File: config.mk
export PLATFORM = sky130hd
export DESIGN_NAME = psa_alu
export DESIGN_NICKNAME = d
export VERILOG_FILES = /design/src/logic/psa_fadd.v /design/src/logic/psa_alu.v
export VERILOG_INCLUDE_DIRS = /design/src /design/src/logic
export SDC_FILE = /design/constraint.sdc
export NUM_CORES = 2
export LEC_CHECK = 0
export ABC_AREA = 1
export BUFFER_PORTS_ARGS = -buffer_cell sky130_fd_sc_hd__buf_4
export CORE_MARGIN = 10
export CORE_UTILIZATION = 40
export CTS_CLUSTER_SIZE = 30
export DETAILED_ROUTE_END_ITERATION = 6
export GPL_TIMING_DRIVEN = 0
export PLACE_DENSITY = 0.69
export SYNTH_ARGS = -nofsm -noshare
export SYNTH_HDL_FRONTEND = slang
export SYNTH_SLANG_ARGS = --single-unit
File: constraint.sdc
create_clock -name clock -period 2.52 [get_ports clock]
set_input_delay 0.504 -clock clock [delete_from_list [all_inputs] [get_ports clock]]
set_output_delay 0.504 -clock clock [all_outputs]
set_load 0.05 [all_outputs]
File: src/logic/psa_defines.vh
// Constants for the predicate-set ALU slice: fields, opcodes, values
`ifndef PSA_DEFINES_VH
`define PSA_DEFINES_VH

// ==========================================
// Group shape
`define PSA_SLOTS 5
`define PSA_THREAD_W 6
`define PSA_THREADS 64

// ==========================================
// First word fields (bit positions)
`define PSA_W0_SRC0_NEG 12
`define PSA_W0_SRC1_NEG 25

// ==========================================
// Second word fields (bit positions)
`define PSA_W1_SRC0_ABS 0
`define PSA_W1_SRC1_ABS 1
`define PSA_W1_OMOD_LO 5
`define PSA_W1_OMOD_HI 6
`define PSA_W1_INST_LO 7
`define PSA_W1_INST_HI 17

// ==========================================
// Opcodes of the instruction field
`define PSA_OP_NOP 11'h01a
`define PSA_OP_OR 11'h031
`define PSA_OP_PRED_CLEAR 11'h026
`define PSA_OP_PRED_INVERT 11'h024
`define PSA_OP_PRED_POP 11'h025
`define PSA_OP_PRED_RESTORE 11'h027
`define PSA_OP_PRED_FP_EQ 11'h020
`define PSA_OP_PRED_DBL_EQ 11'h0c8
`define PSA_OP_PRED_INT_EQ 11'h042
`define PSA_OP_PRED_FP_PUSH_EQ 11'h028
`define PSA_OP_PRED_INT_PUSH_EQ 11'h048

// ==========================================
// Output modifier codes
`define PSA_OMOD_NONE 2'h0
`define PSA_OMOD_MUL2 2'h1
`define PSA_OMOD_MUL4 2'h2
`define PSA_OMOD_DIV2 2'h3

// ==========================================
// Data values
`define PSA_F_ZERO 32'h00000000
`define PSA_F_ONE 32'h3f800000
`define PSA_F_MAX 32'h7f7fffff
`define PSA_ALL_ONES 32'hffffffff
`define PSA_I_ZERO 32'h00000000
`define PSA_PRED_EXEC 1'b1
`define PSA_PRED_SKIP 1'b0

`endif

File: src/logic/psa_fadd.v
// Single-precision adder, denormals flushed, truncating
`timescale 1ns/1ps

module psa_fadd (
	input wire [31:0] a, // First addend
	input wire [31:0] b, // Second addend
	output reg [31:0] y // Sum
);
	reg [7:0] ea;
	reg [7:0] eb;
	reg [7:0] el;
	reg [7:0] d;
	reg sl;
	reg ss;
	reg [23:0] ml;
	reg [23:0] ms;
	reg [24:0] sum;
	reg [4:0] lz;
	reg [9:0] e_out;
	reg found;
	integer k;

	always @* begin
		ea = a[30:23];
		eb = b[30:23];
		el = 8'h00;
		d = 8'h00;
		sl = 1'b0;
		ss = 1'b0;
		ml = 24'h000000;
		ms = 24'h000000;
		sum = 25'h0000000;
		lz = 5'h00;
		e_out = 10'h000;
		found = 1'b0;
		y = 32'h00000000;
		if (ea == 8'hff) begin
			y = a;
		end else if (eb == 8'hff) begin
			y = b;
		end else begin
			// Larger magnitude first; denormal inputs count as zero
			if ({ea, a[22:0]} >= {eb, b[22:0]}) begin
				el = ea;
				sl = a[31];
				ss = b[31];
				ml = (ea == 8'h00) ? 24'h000000 : {1'b1, a[22:0]};
				ms = (eb == 8'h00) ? 24'h000000 : {1'b1, b[22:0]};
				d = ea - eb;
			end else begin
				el = eb;
				sl = b[31];
				ss = a[31];
				ml = (eb == 8'h00) ? 24'h000000 : {1'b1, b[22:0]};
				ms = (ea == 8'h00) ? 24'h000000 : {1'b1, a[22:0]};
				d = eb - ea;
			end
			ms = (d > 8'h17) ? 24'h000000 : (ms >> d);
			if (sl == ss) begin
				sum = {1'b0, ml} + {1'b0, ms};
			end else begin
				sum = {1'b0, ml} - {1'b0, ms};
			end
			if (sum == 25'h0000000) begin
				y = 32'h00000000;
			end else if (sum[24]) begin
				e_out = {2'b00, el} + 10'h001;
				if (e_out >= 10'h0ff) begin
					y = {sl, 8'hff, 23'h000000};
				end else begin
					y = {sl, e_out[7:0], sum[23:1]};
				end
			end else begin
				for (k = 23; k >= 0; k = k - 1) begin
					if (!found && sum[k]) begin
						found = 1'b1;
						lz = 5'd23 - k[4:0];
					end
				end
				sum = sum << lz;
				if ({2'b00, el} <= {5'h00, lz}) begin
					y = {sl, 31'h00000000};
				end else begin
					e_out = {2'b00, el} - {5'h00, lz};
					y = {sl, e_out[7:0], sum[22:0]};
				end
			end
		end
	end

endmodule

File: src/logic/psa_alu.v
// Predicate-set ALU slice: one instruction group per cycle, five slots
`timescale 1ns/1ps
`include "psa_defines.vh"

// What this block does
// - OR opcode writes source0 OR source1
// - Clear writes max float, predicate skip
// - Invert: 1.0 gives 0.0 execute, else skip
// - Pop: src0<=src1 gives 0.0 execute, else difference
// - Float equal: 0.0 execute, else 1.0 skip
// - Double equal on channel pairs, zero or ones
// - Double compare: zeros/denormals equal, NaN never
// - Predicate ops except restore set execute or skip result
// - Double compare uses slot pair 0-1 or 2-3
// - Double input modifiers only in X and Z
// - Double compare result takes no output modifier
// - Integer equal sets predicate kill update
// - Float push: both zero execute, else increment
// - Integer push: src1 int zero, src0 float zero
// - Two instruction words, opcode in second word
// - Unused slot acts as NOP, invalidates previous
module psa_alu (
	input wire clock, // Core clock
	input wire rst_n, // Asynchronous reset, active low
	input wire grp_valid, // Instruction group presented this cycle
	input wire [`PSA_THREAD_W-1:0] grp_thread, // Thread of the group
	input wire [`PSA_SLOTS-1:0] slot_used, // Slot holds an instruction
	input wire [`PSA_SLOTS*32-1:0] first_words, // First word per slot
	input wire [`PSA_SLOTS*32-1:0] second_words, // Second word per slot
	input wire [`PSA_SLOTS*32-1:0] src0_data, // Source 0 per slot
	input wire [`PSA_SLOTS*32-1:0] src1_data, // Source 1 per slot
	input wire [`PSA_THREAD_W-1:0] query_thread, // Thread whose predicate is read
	output reg res_valid_r, // Group results valid
	output reg [`PSA_THREAD_W-1:0] res_thread_r, // Thread of the results
	output reg [`PSA_SLOTS*32-1:0] res_data_r, // Destination value per slot
	output reg [`PSA_SLOTS-1:0] res_write_r, // Slot writes its destination
	output reg [`PSA_SLOTS-1:0] prev_valid_r, // Previous-result value valid
	output reg pred_update_r, // Group updated the predicate
	output reg pred_exec_r, // Group predicate: 1 execute, 0 skip
	output reg query_exec_r // Stored predicate of query_thread
);
	// ==========================================
	// Float helpers
	function is_nan;
		input [31:0] x;
		begin
			is_nan = (x[30:23] == 8'hff) && (x[22:0] != 23'h000000);
		end
	endfunction

	function fp_eq;
		input [31:0] a;
		input [31:0] b;
		begin
			if (is_nan(a) || is_nan(b)) begin
				fp_eq = 1'b0;
			end else if ((a[30:23] == 8'h00) && (b[30:23] == 8'h00)) begin
				fp_eq = 1'b1;
			end else begin
				fp_eq = (a == b);
			end
		end
	endfunction

	function fp_le;
		input [31:0] a;
		input [31:0] b;
		reg [30:0] ma;
		reg [30:0] mb;
		reg na;
		reg nb;
		begin
			ma = (a[30:23] == 8'h00) ? 31'h00000000 : a[30:0];
			mb = (b[30:23] == 8'h00) ? 31'h00000000 : b[30:0];
			na = a[31] && (ma != 31'h00000000);
			nb = b[31] && (mb != 31'h00000000);
			if (is_nan(a) || is_nan(b)) begin
				fp_le = 1'b0;
			end else if (na != nb) begin
				fp_le = na;
			end else if (na) begin
				fp_le = (ma >= mb);
			end else begin
				fp_le = (ma <= mb);
			end
		end
	endfunction

	function dbl_eq;
		input [63:0] a;
		input [63:0] b;
		reg nan_a;
		reg nan_b;
		begin
			nan_a = (a[62:52] == 11'h7ff) && (a[51:0] != 52'h0000000000000);
			nan_b = (b[62:52] == 11'h7ff) && (b[51:0] != 52'h0000000000000);
			if (nan_a || nan_b) begin
				dbl_eq = 1'b0;
			end else if ((a[62:52] == 11'h000) && (b[62:52] == 11'h000)) begin
				dbl_eq = 1'b1;
			end else begin
				dbl_eq = (a == b);
			end
		end
	endfunction

	// Output modifier as an exponent step; zero, denormal, inf and NaN pass
	function [31:0] apply_omod;
		input [31:0] x;
		input [1:0] om;
		reg [8:0] e;
		begin
			e = {1'b0, x[30:23]};
			apply_omod = x;
			if ((x[30:23] != 8'h00) && (x[30:23] != 8'hff)) begin
				case (om)
					`PSA_OMOD_MUL2: e = e + 9'h001;
					`PSA_OMOD_MUL4: e = e + 9'h002;
					`PSA_OMOD_DIV2: e = e - 9'h001;
					default: e = e;
				endcase
				if (e >= 9'h0ff) begin
					apply_omod = {x[31], 8'hff, 23'h000000};
				end else if (e == 9'h000) begin
					apply_omod = {x[31], 31'h00000000};
				end else begin
					apply_omod = {x[31], e[7:0], x[22:0]};
				end
			end
		end
	endfunction

	// ==========================================
	// Per-slot decode and operand modifiers
	wire [10:0] op_w [0:`PSA_SLOTS-1];
	wire [31:0] m0_w [0:`PSA_SLOTS-1];
	wire [31:0] m1_w [0:`PSA_SLOTS-1];
	wire [31:0] r0_w [0:`PSA_SLOTS-1];
	wire [31:0] r1_w [0:`PSA_SLOTS-1];
	wire [31:0] sum_w [0:`PSA_SLOTS-1];
	wire [31:0] dst_w [0:`PSA_SLOTS-1];
	wire [`PSA_SLOTS-1:0] wr_w;
	wire [`PSA_SLOTS-1:0] psel_w;
	wire [`PSA_SLOTS-1:0] pex_w;

	genvar gi;
	generate
		for (gi = 0; gi < `PSA_SLOTS; gi = gi + 1) begin : g_slot
			wire [31:0] w0 = first_words[gi*32 +: 32];
			wire [31:0] w1 = second_words[gi*32 +: 32];
			wire [31:0] add_a;
			wire [31:0] add_b;
			wire is_pop;
			wire is_dbl;
			wire lo_half;
			reg [31:0] dst;
			reg wr;
			reg psel;
			reg pex;
			assign op_w[gi] = w1[`PSA_W1_INST_HI:`PSA_W1_INST_LO];
			assign r0_w[gi] = src0_data[gi*32 +: 32];
			assign r1_w[gi] = src1_data[gi*32 +: 32];
			assign is_dbl = (op_w[gi] == `PSA_OP_PRED_DBL_EQ);
			// Odd slots carry the low dwords of a double: no modifiers there
			assign lo_half = is_dbl && ((gi % 2) == 1);
			assign m0_w[gi] = lo_half ? r0_w[gi] :
				({(r0_w[gi][31] & ~w1[`PSA_W1_SRC0_ABS]) ^ w0[`PSA_W0_SRC0_NEG],
				r0_w[gi][30:0]});
			assign m1_w[gi] = lo_half ? r1_w[gi] :
				({(r1_w[gi][31] & ~w1[`PSA_W1_SRC1_ABS]) ^ w0[`PSA_W0_SRC1_NEG],
				r1_w[gi][30:0]});
			// One adder serves pop (src0 - src1) and push (src0 + 1.0)
			assign is_pop = (op_w[gi] == `PSA_OP_PRED_POP);
			assign add_a = m0_w[gi];
			assign add_b = is_pop ? {~m1_w[gi][31], m1_w[gi][30:0]} : `PSA_F_ONE;
			psa_fadd u_add (
				.a(add_a),
				.b(add_b),
				.y(sum_w[gi])
			);
			assign dst_w[gi] = dst;
			assign wr_w[gi] = wr;
			assign psel_w[gi] = psel;
			assign pex_w[gi] = pex;
			always @* begin
				dst = `PSA_F_ZERO;
				wr = 1'b1;
				psel = 1'b0;
				pex = `PSA_PRED_SKIP;
				if (!slot_used[gi]) begin
					wr = 1'b0;
				end else begin
					case (op_w[gi])
						`PSA_OP_OR: begin
							dst = r0_w[gi] | r1_w[gi];
						end
						`PSA_OP_PRED_CLEAR: begin
							dst = `PSA_F_MAX;
							psel = 1'b1;
						end
						`PSA_OP_PRED_INVERT: begin
							psel = 1'b1;
							if (fp_eq(m0_w[gi], `PSA_F_ONE)) begin
								dst = `PSA_F_ZERO;
								pex = `PSA_PRED_EXEC;
							end else if (fp_eq(m0_w[gi], `PSA_F_ZERO)) begin
								dst = `PSA_F_ONE;
							end else begin
								dst = m0_w[gi];
							end
						end
						`PSA_OP_PRED_POP: begin
							psel = 1'b1;
							if (fp_le(m0_w[gi], m1_w[gi])) begin
								dst = `PSA_F_ZERO;
								pex = `PSA_PRED_EXEC;
							end else begin
								dst = sum_w[gi];
							end
						end
						`PSA_OP_PRED_RESTORE: begin
							// Predicate left as stored; source 0 passes through
							dst = m0_w[gi];
						end
						`PSA_OP_PRED_FP_EQ: begin
							psel = 1'b1;
							pex = fp_eq(m0_w[gi], m1_w[gi]);
							dst = pex ? `PSA_F_ZERO : `PSA_F_ONE;
						end
						`PSA_OP_PRED_INT_EQ: begin
							psel = 1'b1;
							pex = (r0_w[gi] == r1_w[gi]);
							dst = pex ? `PSA_F_ZERO : `PSA_F_ONE;
						end
						`PSA_OP_PRED_FP_PUSH_EQ: begin
							psel = 1'b1;
							pex = fp_eq(m1_w[gi], `PSA_F_ZERO) &&
								fp_eq(m0_w[gi], `PSA_F_ZERO);
							dst = pex ? `PSA_F_ZERO : sum_w[gi];
						end
						`PSA_OP_PRED_INT_PUSH_EQ: begin
							psel = 1'b1;
							pex = (r1_w[gi] == `PSA_I_ZERO) &&
								fp_eq(m0_w[gi], `PSA_F_ZERO);
							dst = pex ? `PSA_F_ZERO : sum_w[gi];
						end
						`PSA_OP_PRED_DBL_EQ: begin
							if (gi < 4) begin
								// Pair base holds the high dword, next slot the low
								psel = 1'b1;
								pex = dbl_eq(
									{m0_w[gi - (gi % 2)], m0_w[(gi - (gi % 2) + 1) % `PSA_SLOTS]},
									{m1_w[gi - (gi % 2)], m1_w[(gi - (gi % 2) + 1) % `PSA_SLOTS]});
								dst = pex ? `PSA_I_ZERO : `PSA_ALL_ONES;
							end else begin
								wr = 1'b0;
							end
						end
						default: begin
							wr = 1'b0;
						end
					endcase
				end
			end
		end
	endgenerate

	// ==========================================
	// Output modifiers and group predicate
	reg [`PSA_SLOTS*32-1:0] out_nxt;
	reg grp_pred_nxt;
	reg grp_psel_nxt;
	reg [1:0] om;
	integer si;

	always @* begin
		out_nxt = {(`PSA_SLOTS*32){1'b0}};
		grp_pred_nxt = `PSA_PRED_SKIP;
		grp_psel_nxt = 1'b0;
		om = 2'h0;
		for (si = 0; si < `PSA_SLOTS; si = si + 1) begin
			om = second_words[si*32 + `PSA_W1_OMOD_LO +: 2];
			if ((op_w[si] == `PSA_OP_PRED_DBL_EQ) || (op_w[si] == `PSA_OP_OR) ||
				(op_w[si] == `PSA_OP_PRED_INT_EQ)) begin
				out_nxt[si*32 +: 32] = dst_w[si];
			end else begin
				out_nxt[si*32 +: 32] = apply_omod(dst_w[si], om);
			end
		end
		// Lowest predicate slot wins; program keeps others out of a double group
		for (si = `PSA_SLOTS - 1; si >= 0; si = si - 1) begin
			if (psel_w[si] && slot_used[si]) begin
				grp_psel_nxt = 1'b1;
				grp_pred_nxt = pex_w[si];
			end
		end
	end

	// ==========================================
	// Group end registers and per-thread predicate store
	reg [`PSA_THREADS-1:0] pred_store_r;
	wire predicate_kill_update = grp_valid && grp_psel_nxt;

	always @(posedge clock or negedge rst_n) begin
		if (!rst_n) begin
			res_valid_r <= 1'b0;
			res_thread_r <= {`PSA_THREAD_W{1'b0}};
			res_data_r <= {(`PSA_SLOTS*32){1'b0}};
			res_write_r <= {`PSA_SLOTS{1'b0}};
			prev_valid_r <= {`PSA_SLOTS{1'b0}};
			pred_update_r <= 1'b0;
			pred_exec_r <= `PSA_PRED_EXEC;
			pred_store_r <= {`PSA_THREADS{`PSA_PRED_EXEC}};
			query_exec_r <= `PSA_PRED_EXEC;
		end else begin
			res_valid_r <= grp_valid;
			query_exec_r <= pred_store_r[query_thread];
			pred_update_r <= predicate_kill_update;
			if (grp_valid) begin
				res_thread_r <= grp_thread;
				res_data_r <= out_nxt;
				res_write_r <= wr_w & slot_used;
				prev_valid_r <= wr_w & slot_used;
				if (grp_psel_nxt) begin
					pred_exec_r <= grp_pred_nxt;
				end
			end else begin
				res_write_r <= {`PSA_SLOTS{1'b0}};
			end
			if (predicate_kill_update) begin
				pred_store_r[grp_thread] <= grp_pred_nxt;
			end
		end
	end

endmodule

==> impl_metrics.csv <==
group,metric,value,unit
finish,drive_gt1_share,24.0,%
cts,cts_tree,"yes",
synth,yosysTopAreaCell,"nand2_1",
cts,root_buffer,"clkbuf_16",
detailed_routing,viasPerCell,5.98,
finish,post-route-util,53.1,%
global_routing,grt-ovfl-total,0,
global_routing,grt_pass1_vias,88500,
sta,report.final.slew_viol_count,17,
sta,slew_headroom,-7.43,%
setup_path,cp_max_fo,8,
detailed_routing,drt_pass1_iterations,7,
synth,syn_area,72100,µm²
sta,rsz0062_at_grt,"yes",
floorplanning,die_y,444,µm
cts,h-tree-depth,2,
setup_path,worstPathRequired,3.06,ns
global_routing,grt_antenna_before_repair,26,
placement,routabilityCongestion,1.10,
detailed_routing,dr.first_iter.drc_count,13900,
finish,fillers,18500,
synth,synth_nets,14300,
setup_path,crit_path_end_kind,"register",
detailed_routing,antenna_left,0,
floorplanning,die-area,198000,µm²
sta,hold-worst-slack,0.110,ns
power,worst_ir_drop_vdd,0.000434,V
finish,final_cell_count_no_fill,16500,
synth,ys_seq_elements,244,
placement,port_buffers,600,
synth,synth_cells,12900,
cts,clock_sinks,244,
setup_path,start_kind,"primary input",
placement,dp_cells,15800,
global_routing,grt_start_max_net_pins,101,
synth,synth_seq_area_share,8.59,%
floorplanning,initial_core_util,40.3,%
placement,pre_cts_ws,-12.71,ns
synth,yosys.area.top_type_share,18.4,%
synth,ys.flop_type,"dfrtp_1",
placement,placed_area,81700,µm²
sta,fin_tns_setup,-1767.07,ns
floorplanning,num_io_pins,840,
power,leakage,47.6,nW
synth,synthArstFlopShare,100,%
setup_path,cpPeakStageDelay,0.39,ns
power,p_per_area,484,nW/µm²
sta,final.min_clock_period,12.53,ns
floorplanning,die_w,444,µm
power,total_power,46.0,mW
placement,dpl.hpwl,315000,µm
detailed_routing,drc,1,
detailed_routing,wl,392000,µm
finish,mostFrequentLayoutCells,"nand2_1 (3176), inv_1 (1299), nand3_1 (1268)",
setup_path,arrival,13.07,ns
finish,mostFrequentLayoutCell,"nand2_1",
sta,final.setup_skew,0.00344,ns
detailed_routing,wire_per_inst,23.7,µm
floorplanning,rows,155,
global_routing,track_usage,36.2,%
min_path,hp-class,"in2reg",
status,status,"finished, violations left",
synth,synth_cell_types,93,
cts,cts_buffer_depth,3,
sta,finalSetupViolCount,241,
cts,cts_buffers,35,
job,drv_cap,3,
sta,fmax,0.0798,GHz
finish,nets,15500,
status,violations,"design-rule violations, max-capacitance violations, max-slew violations, negative setup slack",
finish,finalInstanceArea,95000,µm²
setup_path,critPathTopFamily,"simple AND/OR/NAND/NOR gates",
setup_path,cpMostUsedCell,"nand2_2",
detailed_routing,vias,98800,
synth,synth_edf_count,0,
synth,yosys_warnings,0,
finish,syn_to_final_growth,31.8,%
synth,synth.avg_cell_area,5.60,µm²
setup_path,critPathKind,"in2reg",
synth,synth_area_leaders,"nand2_1 (18%), ha_1 (12%), nand3_1 (10%)",
setup_path,timing.critical_path.buf_inv,20,
sta,finalCritPeriodShare,497,%
setup_path,critical_path.slowest_cell,"ha_1",
cts,clk_pin_slew,0.06,ns
cts,clk_latency,0.61,ns
sta,fin_ws,-10.01,ns
floorplanning,core_area,179000,µm²
sta,finalHoldViolCount,0,
global_routing,grt_pass1_wl,559000,µm
sta,tightest_slew,1.59,ns
## cells by family (layout without fill, tap and decap cells)
| group | after synthesis | in the layout | synth area share (%) |
|---|---|---|---|
| compound gates | 2173 | 2173 | 17.3 |
| xor+xnor | 331 | 331 | 4.07 |
| fa+ha+maj | 735 | 735 | 13.0 |
| buf+inv | 2077 | 3347 | 11.8 |
| flops | 244 | 244 | 8.59 |
| mux | 21 | 21 | 0.328 |
| other cells | 0 | 19 | 0 |
| simple gates | 7283 | 7284 | 44.9 |
## final cells by class
| type | count | area [µm²] | area share [%] |
|---|---|---|---|
| Antenna cell | 19 | 47.5 | 0.0501 |
| Buffer | 551 | 3890 | 4.10 |
| Clock buffer | 45 | 963 | 1.01 |
| Clock inverter | 16 | 243 | 0.256 |
| Inverter | 1524 | 5920 | 6.23 |
| Multi-Input combinational cell | 10500 | 65000 | 68.5 |
| Sequential cell | 244 | 6190 | 6.52 |
| Tap cell | 2355 | 2950 | 3.10 |
| Timing Repair Buffer | 1211 | 9740 | 10.3 |
## power breakdown
part	leakage (nW)	internal [mW]	switching, mW	total (mW)
clock	0.592	3.24	2.33	5.57
sequential	3.16	3.95	0.0165	3.97
combinational	43.9	12.2	24.3	36.5
## synthesized netlist by cell type, types with 22 or more instances
cell type / count
xnor2_1: 112
o21a_1: 53
dfrtp_1: 178
nand3_1: 1511
o21ai_0: 680
inv_1: 1412
buf_4: 51
or2_2: 27
inv_2: 90
nor4_1: 161
a21oi_1: 773
dfstp_2: 66
o22ai_1: 91
nor3_1: 219
ha_1: 710
a211oi_1: 56
o21bai_1: 28
nand4_1: 355
buf_2: 140
nand2_2: 87
a31oi_1: 45
a2111oi_0: 27
a22oi_1: 22
nor2_1: 1143
fa_1: 25
o21ai_1: 115
xor2_1: 216
nor2_2: 42
buf_6: 28
a21o_1: 28
o211ai_1: 96
nand2_1: 3531
clkbuf_1: 297
nand3_2: 93
buf_1: 28
## metal layers
metal  global-route usage, %  up-vias  part of all wire [%]  wire length, µm
met5                       0        -                 0.021               82
met4                    21.5       12                   7.8            30600
met3                    6.79     1162                    11            42900
met2                    53.5     6078                    41           161000
met1                    48.6    45700                    40           158000
li1                        -    45900                     -                -
## flip-flops by register name, summed over array words and instances, names as in the netlist
signal and count:
pred_exec_r 1, pred_store_r 64, pred_update_r 1, prev_valid_r 5, query_exec_r 1, res_data_r 160, res_thread_r 6, res_valid_r 1
res_write_r 5
## worst paths after layout
check	startpoint	endpoint	slack, ns	cells after the start
max in group asynchronous	rst_n	res_data_r[29]	0.90	3
setup / recovery	second_words[109]	res_data_r[112]	-10.01	94
min in group asynchronous	rst_n	res_data_r[117]	0.55	2
setup reg to reg	pred_store_r[24]	query_exec_r	0.66	6
hold / removal	grp_valid	res_valid_r	0.11	1
hold reg to reg	res_data_r[24]	res_data_r[24]	0.48	2
## what timing repair did
| action | CTS | global route |
|---|---|---|
| hold buffers | 1 | 0 |
| resized for setup | 681 | 997 |
| hold endpoints to repair | 28 | 0 |
| buffers inserted | 316 | 271 |
| pin swaps | 349 | 497 |
| gates cloned | 10 | 14 |
| setup endpoints to repair | 241 | 241 |
Note: power is estimated with default switching activity, not from simulation.
